`src/rtl/rptauth_pkg.sv`:
```
// Package: register map and field positions for repeater auth sequencing
package rptauth_pkg;
   // Register byte offsets
   localparam logic [7:0] CTRL_OFF = 8'h00;
   localparam logic [7:0] STATUS_OFF = 8'h04;
   localparam logic [7:0] KEY_OFF = 8'h08;
   localparam logic [7:0] INFO_OFF = 8'h0C;
   localparam logic [7:0] HASH_OFF = 8'h10;
   localparam logic [7:0] AKEY_OFF = 8'h14;
   localparam logic [7:0] SECRET_OFF = 8'h18;
   localparam logic [7:0] CLEAR_OFF = 8'h1C;
   // Control field positions
   localparam int CTRL_CRYPT_BIT = 0;
   localparam int CTRL_FWD_BIT = 1;
   localparam int CTRL_REV_BIT = 2;
   localparam int CTRL_PIN0_BIT = 3;
   localparam int CTRL_PIN1_BIT = 4;
   localparam int CTRL_READY_BIT = 5;
   localparam int CTRL_NEWDEV_BIT = 6;
   localparam int CTRL_LIST_CLR_BIT = 7;
   localparam int CTRL_W = 7;
   // Status field positions
   localparam int STAT_ACTIVE_BIT = 0;
   localparam int STAT_BEGUN_BIT = 1;
   localparam int STAT_BLOCKED_BIT = 2;
   localparam int STAT_BUSY_BIT = 3;
   localparam int STAT_TOOMANY_BIT = 4;
   localparam int STAT_TOODEEP_BIT = 5;
   // Device-information field positions
   localparam int INFO_TOOMANY_BIT = 7;
   localparam int INFO_TOODEEP_BIT = 11;
   // Control reset value and hash constants
   localparam logic [CTRL_W-1:0] CTRL_RST = 7'h06;
   localparam logic [31:0] HASH_SEED = 32'h6A09E667;
   localparam logic [31:0] HASH_MULT = 32'h9E3779B1;
endpackage

```
`src/rtl/list_hasher.sv`:
```
// Sequential hash over key list, information word and secret value
`timescale 1ns/100ps
`default_nettype none
module list_hasher
   import rptauth_pkg::*;
#(
   parameter int DEPTH = 16,
   parameter int AW = 4
) (
   // Clock and reset
   input wire logic pclk,
   input wire logic presetn,
   // Start and operands
   input wire logic start,
   input wire logic [AW:0] count,
   input wire logic [31:0] info,
   input wire logic [31:0] secret,
   // List read port
   output logic [AW-1:0] rd_addr,
   input wire logic [31:0] rd_data,
   // Result
   output logic busy,
   output logic [31:0] hash
);
   if ((1 << AW) < DEPTH) begin : g_bad_size
      $error("AW too narrow for DEPTH");
   end
   logic [AW:0] idx_q, idx_d;
   logic busy_q, busy_d;
   logic [31:0] acc_q, acc_d;
   wire logic in_list = idx_q < count;
   wire logic [31:0] word = in_list ? rd_data : (idx_q == count ? info : secret);
   wire logic [31:0] mixed = ({acc_q[26:0], acc_q[31:27]} ^ word) * HASH_MULT;
   wire logic last = idx_q == count + (AW+1)'(1);
   assign rd_addr = idx_q[AW-1:0];
   assign busy = busy_q;
   assign hash = acc_q;
   always_comb begin
      idx_d = idx_q;
      busy_d = busy_q;
      acc_d = acc_q;
      if (start) begin
         idx_d = '0;
         busy_d = 1'b1;
         acc_d = HASH_SEED;
      end else if (busy_q) begin
         acc_d = mixed;
         idx_d = idx_q + (AW+1)'(1);
         if (last) busy_d = 1'b0;
      end
   end
   always_ff @(posedge pclk or negedge presetn) begin
      if (!presetn) begin
         idx_q <= '0;
         busy_q <= 1'b0;
         acc_q <= '0;
      end else begin
         idx_q <= idx_d;
         busy_q <= busy_d;
         acc_q <= acc_d;
      end
   end
endmodule
`default_nettype wire

```
`src/rtl/repeater_auth_sequencing.sv`:
```
// Repeater-side authentication sequencing with APB register access
//
// The APB slave port and the register addresses are this design's own decisions.
`timescale 1ns/100ps
`default_nettype none
module repeater_auth_sequencing
   import rptauth_pkg::*;
#(
   parameter int DEPTH = 16
) (
   // Clock and reset
   input wire logic pclk,
   input wire logic presetn,
   // APB request
   input wire logic psel,
   input wire logic penable,
   input wire logic pwrite,
   input wire logic [7:0] paddr,
   input wire logic [31:0] pwdata,
   // APB response
   output logic [31:0] prdata,
   output logic pready,
   output logic pslverr,
   // Video timing pin
   input wire logic vsync,
   // Datapath and control channel
   output logic crypt_active,
   output logic ctrl_chan_blocked,
   // General-purpose pins
   output logic general_pin_zero,
   output logic general_pin_one
);
   localparam int AW = $clog2(DEPTH);
   if (DEPTH < 2 || DEPTH > 256) begin : g_bad_depth
      $error("DEPTH out of range");
   end

   typedef enum logic [1:0] {
      CR_OFF = 2'b01,
      CR_ON = 2'b10
   } crypt_e;

   // Registers
   logic [CTRL_W-1:0] ctrl_q;
   logic [31:0] info_q, secret_q;
   logic [AW:0] count_q;
   logic begun_q;
   crypt_e crypt_q, crypt_d;
   logic vs_s1_q, vs_s2_q, vs_s3_q;
   logic [31:0] list_mem [DEPTH];
   logic hash_busy;
   logic [31:0] hash_val;
   logic [AW-1:0] rd_addr;

   // Bus decode
   wire logic wr = psel & penable & pwrite;
   // Read word fetched in setup cycle, stands in access cycle
   wire logic rd_setup = psel & ~penable & ~pwrite;
   wire logic hit_ctrl = paddr == CTRL_OFF;
   wire logic hit_status = paddr == STATUS_OFF;
   wire logic hit_key = paddr == KEY_OFF;
   wire logic hit_info = paddr == INFO_OFF;
   wire logic hit_hash = paddr == HASH_OFF;
   wire logic hit_akey = paddr == AKEY_OFF;
   wire logic hit_secret = paddr == SECRET_OFF;
   wire logic hit_clear = paddr == CLEAR_OFF;
   wire logic mapped = hit_ctrl | hit_status | hit_key | hit_info | hit_hash | hit_akey
      | hit_secret | hit_clear;
   wire logic list_full = count_q == (AW+1)'(DEPTH);
   wire logic key_wr = wr & hit_key & ~list_full;
   wire logic info_wr = wr & hit_info;
   wire logic list_clr = wr & hit_ctrl & pwdata[CTRL_LIST_CLR_BIT];
   wire logic [AW-1:0] wr_slot = count_q[AW-1:0];
   assign pready = 1'b1;
   assign pslverr = psel & penable & ~mapped;

   // Control fields
   wire logic crypt_enable = ctrl_q[CTRL_CRYPT_BIT];
   wire logic pin0_crypt_select = ctrl_q[CTRL_PIN0_BIT];
   wire logic pin1_auth_select = ctrl_q[CTRL_PIN1_BIT];
   wire logic forward_ctrl_chan_on = pwdata[CTRL_FWD_BIT];
   wire logic reverse_ctrl_chan_on = pwdata[CTRL_REV_BIT];
   wire logic block_req = wr & hit_ctrl & ~forward_ctrl_chan_on & ~reverse_ctrl_chan_on;
   wire logic unblock_req = wr & hit_ctrl & forward_ctrl_chan_on & reverse_ctrl_chan_on;
   wire logic begun_set = wr & hit_akey;
   wire logic begun_clr = wr & hit_clear & pwdata[STAT_BEGUN_BIT];
   wire logic crypt_on = crypt_q == CR_ON;

   // Status word
   wire logic too_many = info_q[INFO_TOOMANY_BIT];
   wire logic too_deep = info_q[INFO_TOODEEP_BIT];
   wire logic [31:0] status_word = {26'h0, too_deep, too_many, hash_busy,
      ctrl_chan_blocked, begun_q, crypt_on};
   wire logic [31:0] count_word = 32'(count_q);
   wire logic [31:0] rd_mux = hit_ctrl ? {25'h0, ctrl_q} :
      hit_status ? status_word :
      hit_info ? info_q :
      hit_hash ? hash_val :
      hit_key ? count_word : 32'h0;

   // Control and stored words
   always_ff @(posedge pclk or negedge presetn) begin
      if (!presetn) ctrl_q <= CTRL_RST;
      else if (wr & hit_ctrl) ctrl_q <= pwdata[CTRL_W-1:0];
   end

   always_ff @(posedge pclk or negedge presetn) begin
      if (!presetn) info_q <= '0;
      else if (info_wr) info_q <= pwdata;
   end

   always_ff @(posedge pclk or negedge presetn) begin
      if (!presetn) secret_q <= '0;
      else if (wr & hit_secret) secret_q <= pwdata;
   end

   // Read data register
   always_ff @(posedge pclk or negedge presetn) begin
      if (!presetn) prdata <= '0;
      else if (rd_setup) prdata <= rd_mux;
   end

   // Key list storage
   always_ff @(posedge pclk) begin
      if (key_wr) list_mem[wr_slot] <= pwdata;
   end

   // Key count
   always_ff @(posedge pclk or negedge presetn) begin
      if (!presetn) count_q <= '0;
      else if (list_clr) count_q <= '0;
      else if (key_wr) count_q <= count_q + (AW+1)'(1);
   end

   // Begun flag: set wins over clear
   always_ff @(posedge pclk or negedge presetn) begin
      if (!presetn) begun_q <= 1'b0;
      else if (begun_set) begun_q <= 1'b1;
      else if (begun_clr) begun_q <= 1'b0;
   end

   // Vertical sync synchroniser and falling edge
   always_ff @(posedge pclk or negedge presetn) begin
      if (!presetn) begin
         vs_s1_q <= 1'b0;
         vs_s2_q <= 1'b0;
         vs_s3_q <= 1'b0;
      end else begin
         vs_s1_q <= vsync;
         vs_s2_q <= vs_s1_q;
         vs_s3_q <= vs_s2_q;
      end
   end
   // Falling edge of synchronised vsync
   wire logic vs_fall = vs_s3_q & ~vs_s2_q;
   wire logic crypt_go = vs_fall & crypt_enable;
   wire logic crypt_stop = vs_fall & ~crypt_enable;

   // Crypt state follows enable bit only at sync falling edge
   always_comb begin
      crypt_d = crypt_q;
      case (crypt_q)
         CR_OFF: if (crypt_go) crypt_d = CR_ON;
         CR_ON: if (crypt_stop) crypt_d = CR_OFF;
         default: crypt_d = CR_OFF;
      endcase
   end

   always_ff @(posedge pclk or negedge presetn) begin
      if (!presetn) crypt_q <= CR_OFF;
      else crypt_q <= crypt_d;
   end
   assign crypt_active = crypt_on;

   // Channel blocking needs both enables low; both high unblocks
   logic blocked_q;
   always_ff @(posedge pclk or negedge presetn) begin
      if (!presetn) blocked_q <= 1'b0;
      else if (block_req) blocked_q <= 1'b1;
      else if (unblock_req) blocked_q <= 1'b0;
   end
   assign ctrl_chan_blocked = blocked_q;

   // Pin functions
   assign general_pin_zero = pin0_crypt_select & crypt_enable;
   assign general_pin_one = pin1_auth_select & begun_q;

   // Hash engine, started by info word write
   wire logic [31:0] list_word = list_mem[rd_addr];
   list_hasher #(.DEPTH(DEPTH), .AW(AW)) u_hash (
      .pclk(pclk),
      .presetn(presetn),
      .start(info_wr),
      .count(count_q),
      .info(info_q),
      .secret(secret_q),
      .rd_addr(rd_addr),
      .rd_data(list_word),
      .busy(hash_busy),
      .hash(hash_val)
   );
endmodule
`default_nettype wire

```
`config.mk`:
```
export PLATFORM = sky130hd
export DESIGN_NAME = repeater_auth_sequencing
export DESIGN_NICKNAME = d
export VERILOG_FILES = /design/src/rtl/rptauth_pkg.sv /design/src/rtl/list_hasher.sv /design/src/rtl/repeater_auth_sequencing.sv
export SDC_FILE = /design/constraint.sdc
export NUM_CORES = 1
export LEC_CHECK = 0
export ABC_AREA = 0
export BUFFER_PORTS_ARGS = -buffer_cell sky130_fd_sc_hd__buf_2
export CAP_MARGIN = 25
export CORE_ASPECT_RATIO = 1.2
export CORE_MARGIN = 2
export CORE_UTILIZATION = 45
export CTS_BUF_LIST = sky130_fd_sc_hd__clkbuf_8
export CTS_CLUSTER_DIAMETER = 50
export CTS_CLUSTER_SIZE = 8
export DETAILED_ROUTE_END_ITERATION = 8
export PLACE_DENSITY_LB_ADDON = 0.05
export SYNTH_ARGS = -nofsm -noshare
export SYNTH_HDL_FRONTEND = slang
export SYNTH_HIERARCHICAL = 1
export SYNTH_SLANG_ARGS = --single-unit
```
`constraint.sdc`:
```
create_clock -name pclk -period 24.7 [get_ports pclk]
set_input_delay 0 -clock pclk [delete_from_list [all_inputs] [get_ports pclk]]
set_output_delay 0 -clock pclk [all_outputs]
set_load 0.01 [all_outputs]
```
==> impl_metrics.json, run 1 <==
{
  "status": "finished, final reports clean",
  "cts_setup_buffers": 0,
  "grt_pass1_vias": 22286,
  "fin_nets": 3060,
  "num_vias": 20763,
  "fmax_mhz": 92.92,
  "die_area_um2": 82360,
  "die_w_um": 262.3,
  "hpwl_um": 70630,
  "slew_headroom": 0.2890,
  "clk_path_buf_depth": 3,
  "fp-row-count": 113,
  "finalCriticalPeriod_ns": 10.76,
  "syn2layout_area_growth_pct": 11.22,
  "critical_path_buf_inv_count": 6,
  "min_path_type": "in -> reg",
  "vias_per_cell": 5.613,
  "crit_type": "reg -> reg",
  "setup_viol": 0,
  "synthesis.area_um2": 36030,
  "crit_path_max_fanout": 51,
  "yosysTopAreaCell": "edfxtp_1",
  "grt_max_degree": 85,
  "max_stage_delay_ns": 0.94,
  "antenna_found_initial": 3,
  "cts_tree": "yes",
  "synth_cell_type_count": 81,
  "arrival_ns": 11.34,
  "cts_made_buffers": 95,
  "tightestPinTransition_ns": 1.059,
  "synth_edf_count": 512,
  "syn_area_per_cell_um2": 14.87,
  "ys_ff_latch": 665,
  "seq_area_frac_synth": 0.5331,
  "maxCapViolCount": 0,
  "grt_setup_unrepaired": "no",
  "period_share": 0.4357,
  "cts-htree-levels": 3,
  "required_ns": 25.28,
  "core-area_um2": 79180,
  "tns_ns": 0,
  "drive_above_1_share": 0.1855,
  "initial_core_util": 0.4551,
  "root_buffer": "clkbuf_8",
  "setup.worst_path.end_class": "flip-flop",
  "synth_top_area_frac": 0.4267,
  "synthTopCellsByArea": "edfxtp_1 43%, fa_1 11%, dfrtp_1 10%",
  "overflow": 0,
  "cp_slowest_cell": "dfrtp_4",
  "worstSetupStartpointType": "flip-flop",
  "netlist_instances": 2423,
  "insertion_delay_ns": 0.74,
  "synth-warning-count": 6,
  "postSynth.asyncResetShare": 0.2301,
  "crit_family": "adder cells",
  "finalHoldViolations": 0,
  "clock_skew_ns": 0.06596,
  "path_common_cell": "fa_1",
  "antenna_left": 0,
  "grt_pass1_wl_um": 152600,
  "drcViolationCount": 0,
  "grt.total_usage": 0.2549,
  "syn_nets": 2858,
  "drtPass1Iterations": 5,
  "gp_congestion": 0.9804,
  "synth_common_cells": "512 x edfxtp_1, 340 x inv_1, 196 x fa_1",
  "yosysMostFrequentCell": "edfxtp_1",
  "pin_count": 84,
  "drt_iter0_drc": 1647,
  "synth_ff_type": "edfxtp_1",
  "die_h_um": 314.0,
  "wl_per_cell_um": 27.76,
  "routed_wl_um": 102700,
  "cts.clk_slew.worst_paths_ns": 0.07,
  "slew_viol_final": 0,
  "portBuffers": 82,
  "cts_sinks": 665
}
[state kept, by name, indices dropped and copies added (netlist names), 2 cells and up]
| name | flops |
|---|---|
| list_mem | 512 |
| info_q | 32 |
| prdata | 32 |
| secret_q | 32 |
| u_hash/hash | 32 |
| ctrl_q | 7 |
| count_q | 5 |
| u_hash/idx_q | 5 |
| crypt_q | 2 |
[metal layers]
metal	wire length, µm	vias up	track usage
li1	-	9094	-
met3	3985	173	0.02918
met5	0	-	0
met4	3710	0	0.09181
met2	51610	529	0.4353
met1	43390	10967	0.3388
[path summary, 6_finish.rpt]
check	startpoint	end	slack, ns	depth (start not counted)
worst max-delay path	u_hash/idx_q[1]$_DFFE_PN0P_	u_hash/hash[24]$_DFFE_PN0P_	13.94	28
worst min-delay path	pwdata[0]	list_mem[14][0]$_DFFE_PP_	0.28	2
worst max register to register	u_hash/idx_q[1]$_DFFE_PN0P_	u_hash/hash[24]$_DFFE_PN0P_	13.94	28
worst min register to register	vs_s2_q$_DFF_PN0_	vs_s3_q$_DFF_PN0_	0.37	0
max in group asynchronous	presetn	u_hash/idx_q[1]$_DFFE_PN0P_	23.30	4
min in group asynchronous	presetn	crypt_q[0]$_DFFE_PN1P_	0.38	3
[worst reg2reg max path, delay by kind of cell, from the launching register on]
| family | cells | cell delay [ns] |
|---|---|---|
| AOI/OAI and AO/OA | 7 | 1.77 |
| xor gates and xnor gates | 3 | 1.25 |
| adders and majority gates | 8 | 3.88 |
| buffers and inverters | 6 | 1.61 |
| DFF | 1 | 0.94 |
| muxes | 1 | 0.45 |
| and+or+nand+nor | 3 | 0.73 |
[stage by stage]
stage / utilization / cell area (µm²) / worst slack [ns] / hold slack [ns] / cells
2_1_floorplan: - / 36030 / 15.68 / -0.2956 / 2423
3_3_place_gp: 0.4775 / 37810 / 13.69 / 0.1109 / 3493
3_5_place_dp: 0.4778 / 37830 / 14.06 / 0.1129 / 3496
4_1_cts: 0.5061 / 40070 / 13.95 / 0.1869 / 3698
5_1_grt: 0.5061 / 40070 / 13.38 / 0.2598 / 3699
6_report: 0.5061 / 40070 / 13.94 / 0.2761 / 3699
[area by class of cell]
cell class                 count  area (µm²)
tap                         1035        1295
clock inverter                37       207.7
multi-input combinational   1322       15220
clock buffer                  98        1349
sequential                   665       19210
antenna                        1       2.502
inverter                     340        1276
fill                        6865       39100
timing repair buffer         201        1508
[kinds of logic after synthesis]
kind of cell,share of synthesized area
simple gates,0.03924
buf+inv,0.04844
fa+ha+maj,0.1762
xor+xnor,0.02979
flops,0.5331
mux,0.1190
other cells,0.0001041
compound gates,0.05417
[repair_timing]
action                                  CTS  global route
endpoints found under the setup margin    0             0
endpoints found under the hold margin   683             0
hold buffers                             67             0
gates resized for setup                   0             0
[cell usage in the layout, fill, tap and decap left out, types with 16 or more instances in the layout]
cell type      Yosys  routed
clkbuf_8           0      98
mux4_2           128     128
o21ai_1           16      16
buf_2             22      81
dfrtp_1          150     148
xnor2_1           82      81
xor2_1            24      24
ha_1             193     193
a21oi_1           39      39
a22oi_1           90      90
mux2_2            43      43
buf_4              8      51
inv_1            340     369
edfxtp_1         512     512
nand2_1          117     117
fa_1             196     196
nor2_1            62      49
o21ai_0           54      54
mux2_4            29      29
mux2i_1           44      44
dlygate4sd3_1      0      66
Power of run 1 is not shown: default switching activity piles up to over one toggle a cycle in this logic, so the estimate is an artifact.
==> inputs of run 2 (changes only) <==
--- a/config.mk
+++ b/config.mk
@@ -5,7 +5,7 @@
 export SDC_FILE = /design/constraint.sdc
 export NUM_CORES = 1
 export LEC_CHECK = 0
-export ABC_AREA = 0
+export ABC_AREA = 1
 export BUFFER_PORTS_ARGS = -buffer_cell sky130_fd_sc_hd__buf_2
 export CAP_MARGIN = 25
 export CORE_ASPECT_RATIO = 1.2
==> constraint.sdc (replaced) <==
create_clock -name pclk -period 10.6 [get_ports pclk]
set_input_delay 0 -clock pclk [delete_from_list [all_inputs] [get_ports pclk]]
set_output_delay 0 -clock pclk [all_outputs]
set_load 0.01 [all_outputs]
==> impl_metrics.json, run 2 <==
{
  "die_area_um2": 88660,
  "clk_path_buf_depth": 3,
  "synthesis.area_um2": 38830,
  "initial_core_util": 0.4518,
  "setup.worst_path.end_class": "flip-flop",
  "grt_setup_unrepaired": "no",
  "clock_skew_ns": 0.06036,
  "maxCapViolCount": 0,
  "ys_ff_latch": 665,
  "grt.total_usage": 0.2622,
  "netlist_instances": 3762,
  "insertion_delay_ns": 0.72,
  "cts-htree-levels": 3,
  "cp_slowest_cell": "dfrtp_4",
  "drtPass1Iterations": 5,
  "seq_area_frac_synth": 0.4947,
  "grt_max_degree": 147,
  "grt_pass1_vias": 27215,
  "max_stage_delay_ns": 0.76,
  "hpwl_um": 79000,
  "min_path_type": "in -> reg",
  "antenna_found_initial": 3,
  "vias_per_cell": 5.250,
  "overflow": 0,
  "tns_ns": 0,
  "drt_iter0_drc": 1720,
  "yosysTopAreaCell": "edfxtp_1",
  "synth-warning-count": 6,
  "antenna_left": 0,
  "synth_ff_type": "edfxtp_1",
  "setup_viol": 0,
  "die_w_um": 272.1,
  "crit_path_max_fanout": 146,
  "synth_cell_type_count": 60,
  "finalHoldViolations": 0,
  "layout_common_cells": "749 x inv_1, 630 x nand2_1, 512 x edfxtp_1",
  "regMostFlops": "list_mem",
  "period_share": 0.9341,
  "path_common_cell": "fa_1",
  "synthTopCellsByArea": "edfxtp_1 40%, fa_1 10%, dfrtp_1 9.7%",
  "postSynth.asyncResetShare": 0.2301,
  "die_h_um": 325.8,
  "arrival_ns": 10.45,
  "tightestPinTransition_ns": 1.028,
  "largest_reg_flops": 512,
  "slew_headroom": 0.3094,
  "drcViolationCount": 0,
  "fp-row-count": 118,
  "final_common_cell": "inv_1",
  "fill_cells": 8044,
  "syn_area_per_cell_um2": 10.32,
  "cts.clk_slew.worst_paths_ns": 0.07,
  "cts_made_buffers": 97,
  "required_ns": 11.15,
  "core-area_um2": 85930,
  "yosysMostFrequentCell": "inv_1",
  "worstSetupStartpointType": "flip-flop",
  "crit_type": "reg -> reg",
  "fmax_mhz": 101.0,
  "root_buffer": "clkbuf_8",
  "synth_edf_count": 512,
  "wl_per_cell_um": 22.59,
  "grt_pass1_wl_um": 172500,
  "drive_above_1_share": 0.1087,
  "gp_congestion": 0.9875,
  "fin_hold_ws_ns": 0.07666,
  "fin_nets": 4329,
  "cts_sinks": 665,
  "num_vias": 26617,
  "pin_count": 84,
  "synth_common_cells": "726 x inv_1, 630 x nand2_1, 512 x edfxtp_1",
  "syn_nets": 4197,
  "syn2layout_area_growth_pct": 9.056,
  "synth_top_area_frac": 0.3960,
  "slew_viol_final": 0,
  "cts_tree": "yes",
  "routed_wl_um": 114500,
  "status": "finished, final reports clean",
  "finalCriticalPeriod_ns": 9.902,
  "portBuffers": 82
}
run 2: critical path: cells and delay by family, from the launching register on:
| family | cells | cell delay, ns |
|---|---|---|
| adder cells (fa/ha/maj) | 9 | 4.18 |
| buffers and inverters | 7 | 1.49 |
| AND/OR/NAND/NOR | 9 | 1.48 |
| AO/OA/AOI/OAI | 5 | 0.78 |
| flip-flops | 1 | 0.76 |
| XOR/XNOR | 2 | 0.69 |
run 2: worst paths after layout:
path / start / end / slack [ns] / depth (start not counted)
worst max-delay path: u_hash/idx_q[0]$_DFFE_PN0P_ / u_hash/hash[28]$_DFFE_PN0P_ / 0.70 / 32
worst min-delay path: paddr[5] / prdata[6]$_DFFE_PN0P_ / 0.08 / 8
worst max register to register: u_hash/idx_q[0]$_DFFE_PN0P_ / u_hash/hash[28]$_DFFE_PN0P_ / 0.70 / 32
worst min register to register: vs_s1_q$_DFF_PN0_ / vs_s2_q$_DFF_PN0_ / 0.40 / 0
max in group asynchronous: presetn / prdata[21]$_DFFE_PN0P_ / 8.61 / 5
min in group asynchronous: presetn / ctrl_q[2]$_DFFE_PN1P_ / 0.38 / 3
run 2: logic make-up (layout without fill, tap and decap cells):
logic type	count (synthesis)	count (layout)	share of synthesized area
and+or+nand+nor	1152	1152	0.1344
xor gates and xnor gates	63	63	0.01441
AOI/OAI and AO/OA	590	590	0.09329
other	1	3	0.00009658
DFF	665	665	0.4947
buffers and inverters	902	1068	0.09987
adders and majority gates	389	389	0.1633
run 2: metal layers:
metal	vias to the layer above	wire length, µm	track usage
met4	0	5158	0.1122
li1	12609	-	-
met1	13170	47610	0.3314
met5	-	0	0
met2	630	57380	0.4565
met3	208	4370	0.02860
run 2: what timing repair did:
item                                   4_1_cts  5_1_grt
hold buffers                                53        0
setup buffers                                0        0
resized for setup                            0        0
endpoints found under the hold margin      721        0
run 2: cell type report:
cell class	count	area (µm²)	share of cell area
tap	1140	1426	0.03369
clock inverter	33	226.5	0.005349
inverter	739	2776	0.06557
clock buffer	100	1376	0.03250
sequential	665	19220	0.4539
timing repair buffer	196	1448	0.03419
antenna	2	5.005	0.0001182
multi-input combinational	2195	15870	0.3747
run 2: stage by stage:
step	instance area, µm²	setup slack [ns]	utilization	std cells
global route	42340	0.05362	0.4928	5070
finish	42340	0.6982	0.4928	5070
CTS	42340	0.7567	0.4927	5068
global placement	40190	0.8613	0.4677	4882
detailed placement	40190	0.8265	0.4677	4882
floorplan	38830	2.014	-	3762
Power of run 2 is left out for the same reason.
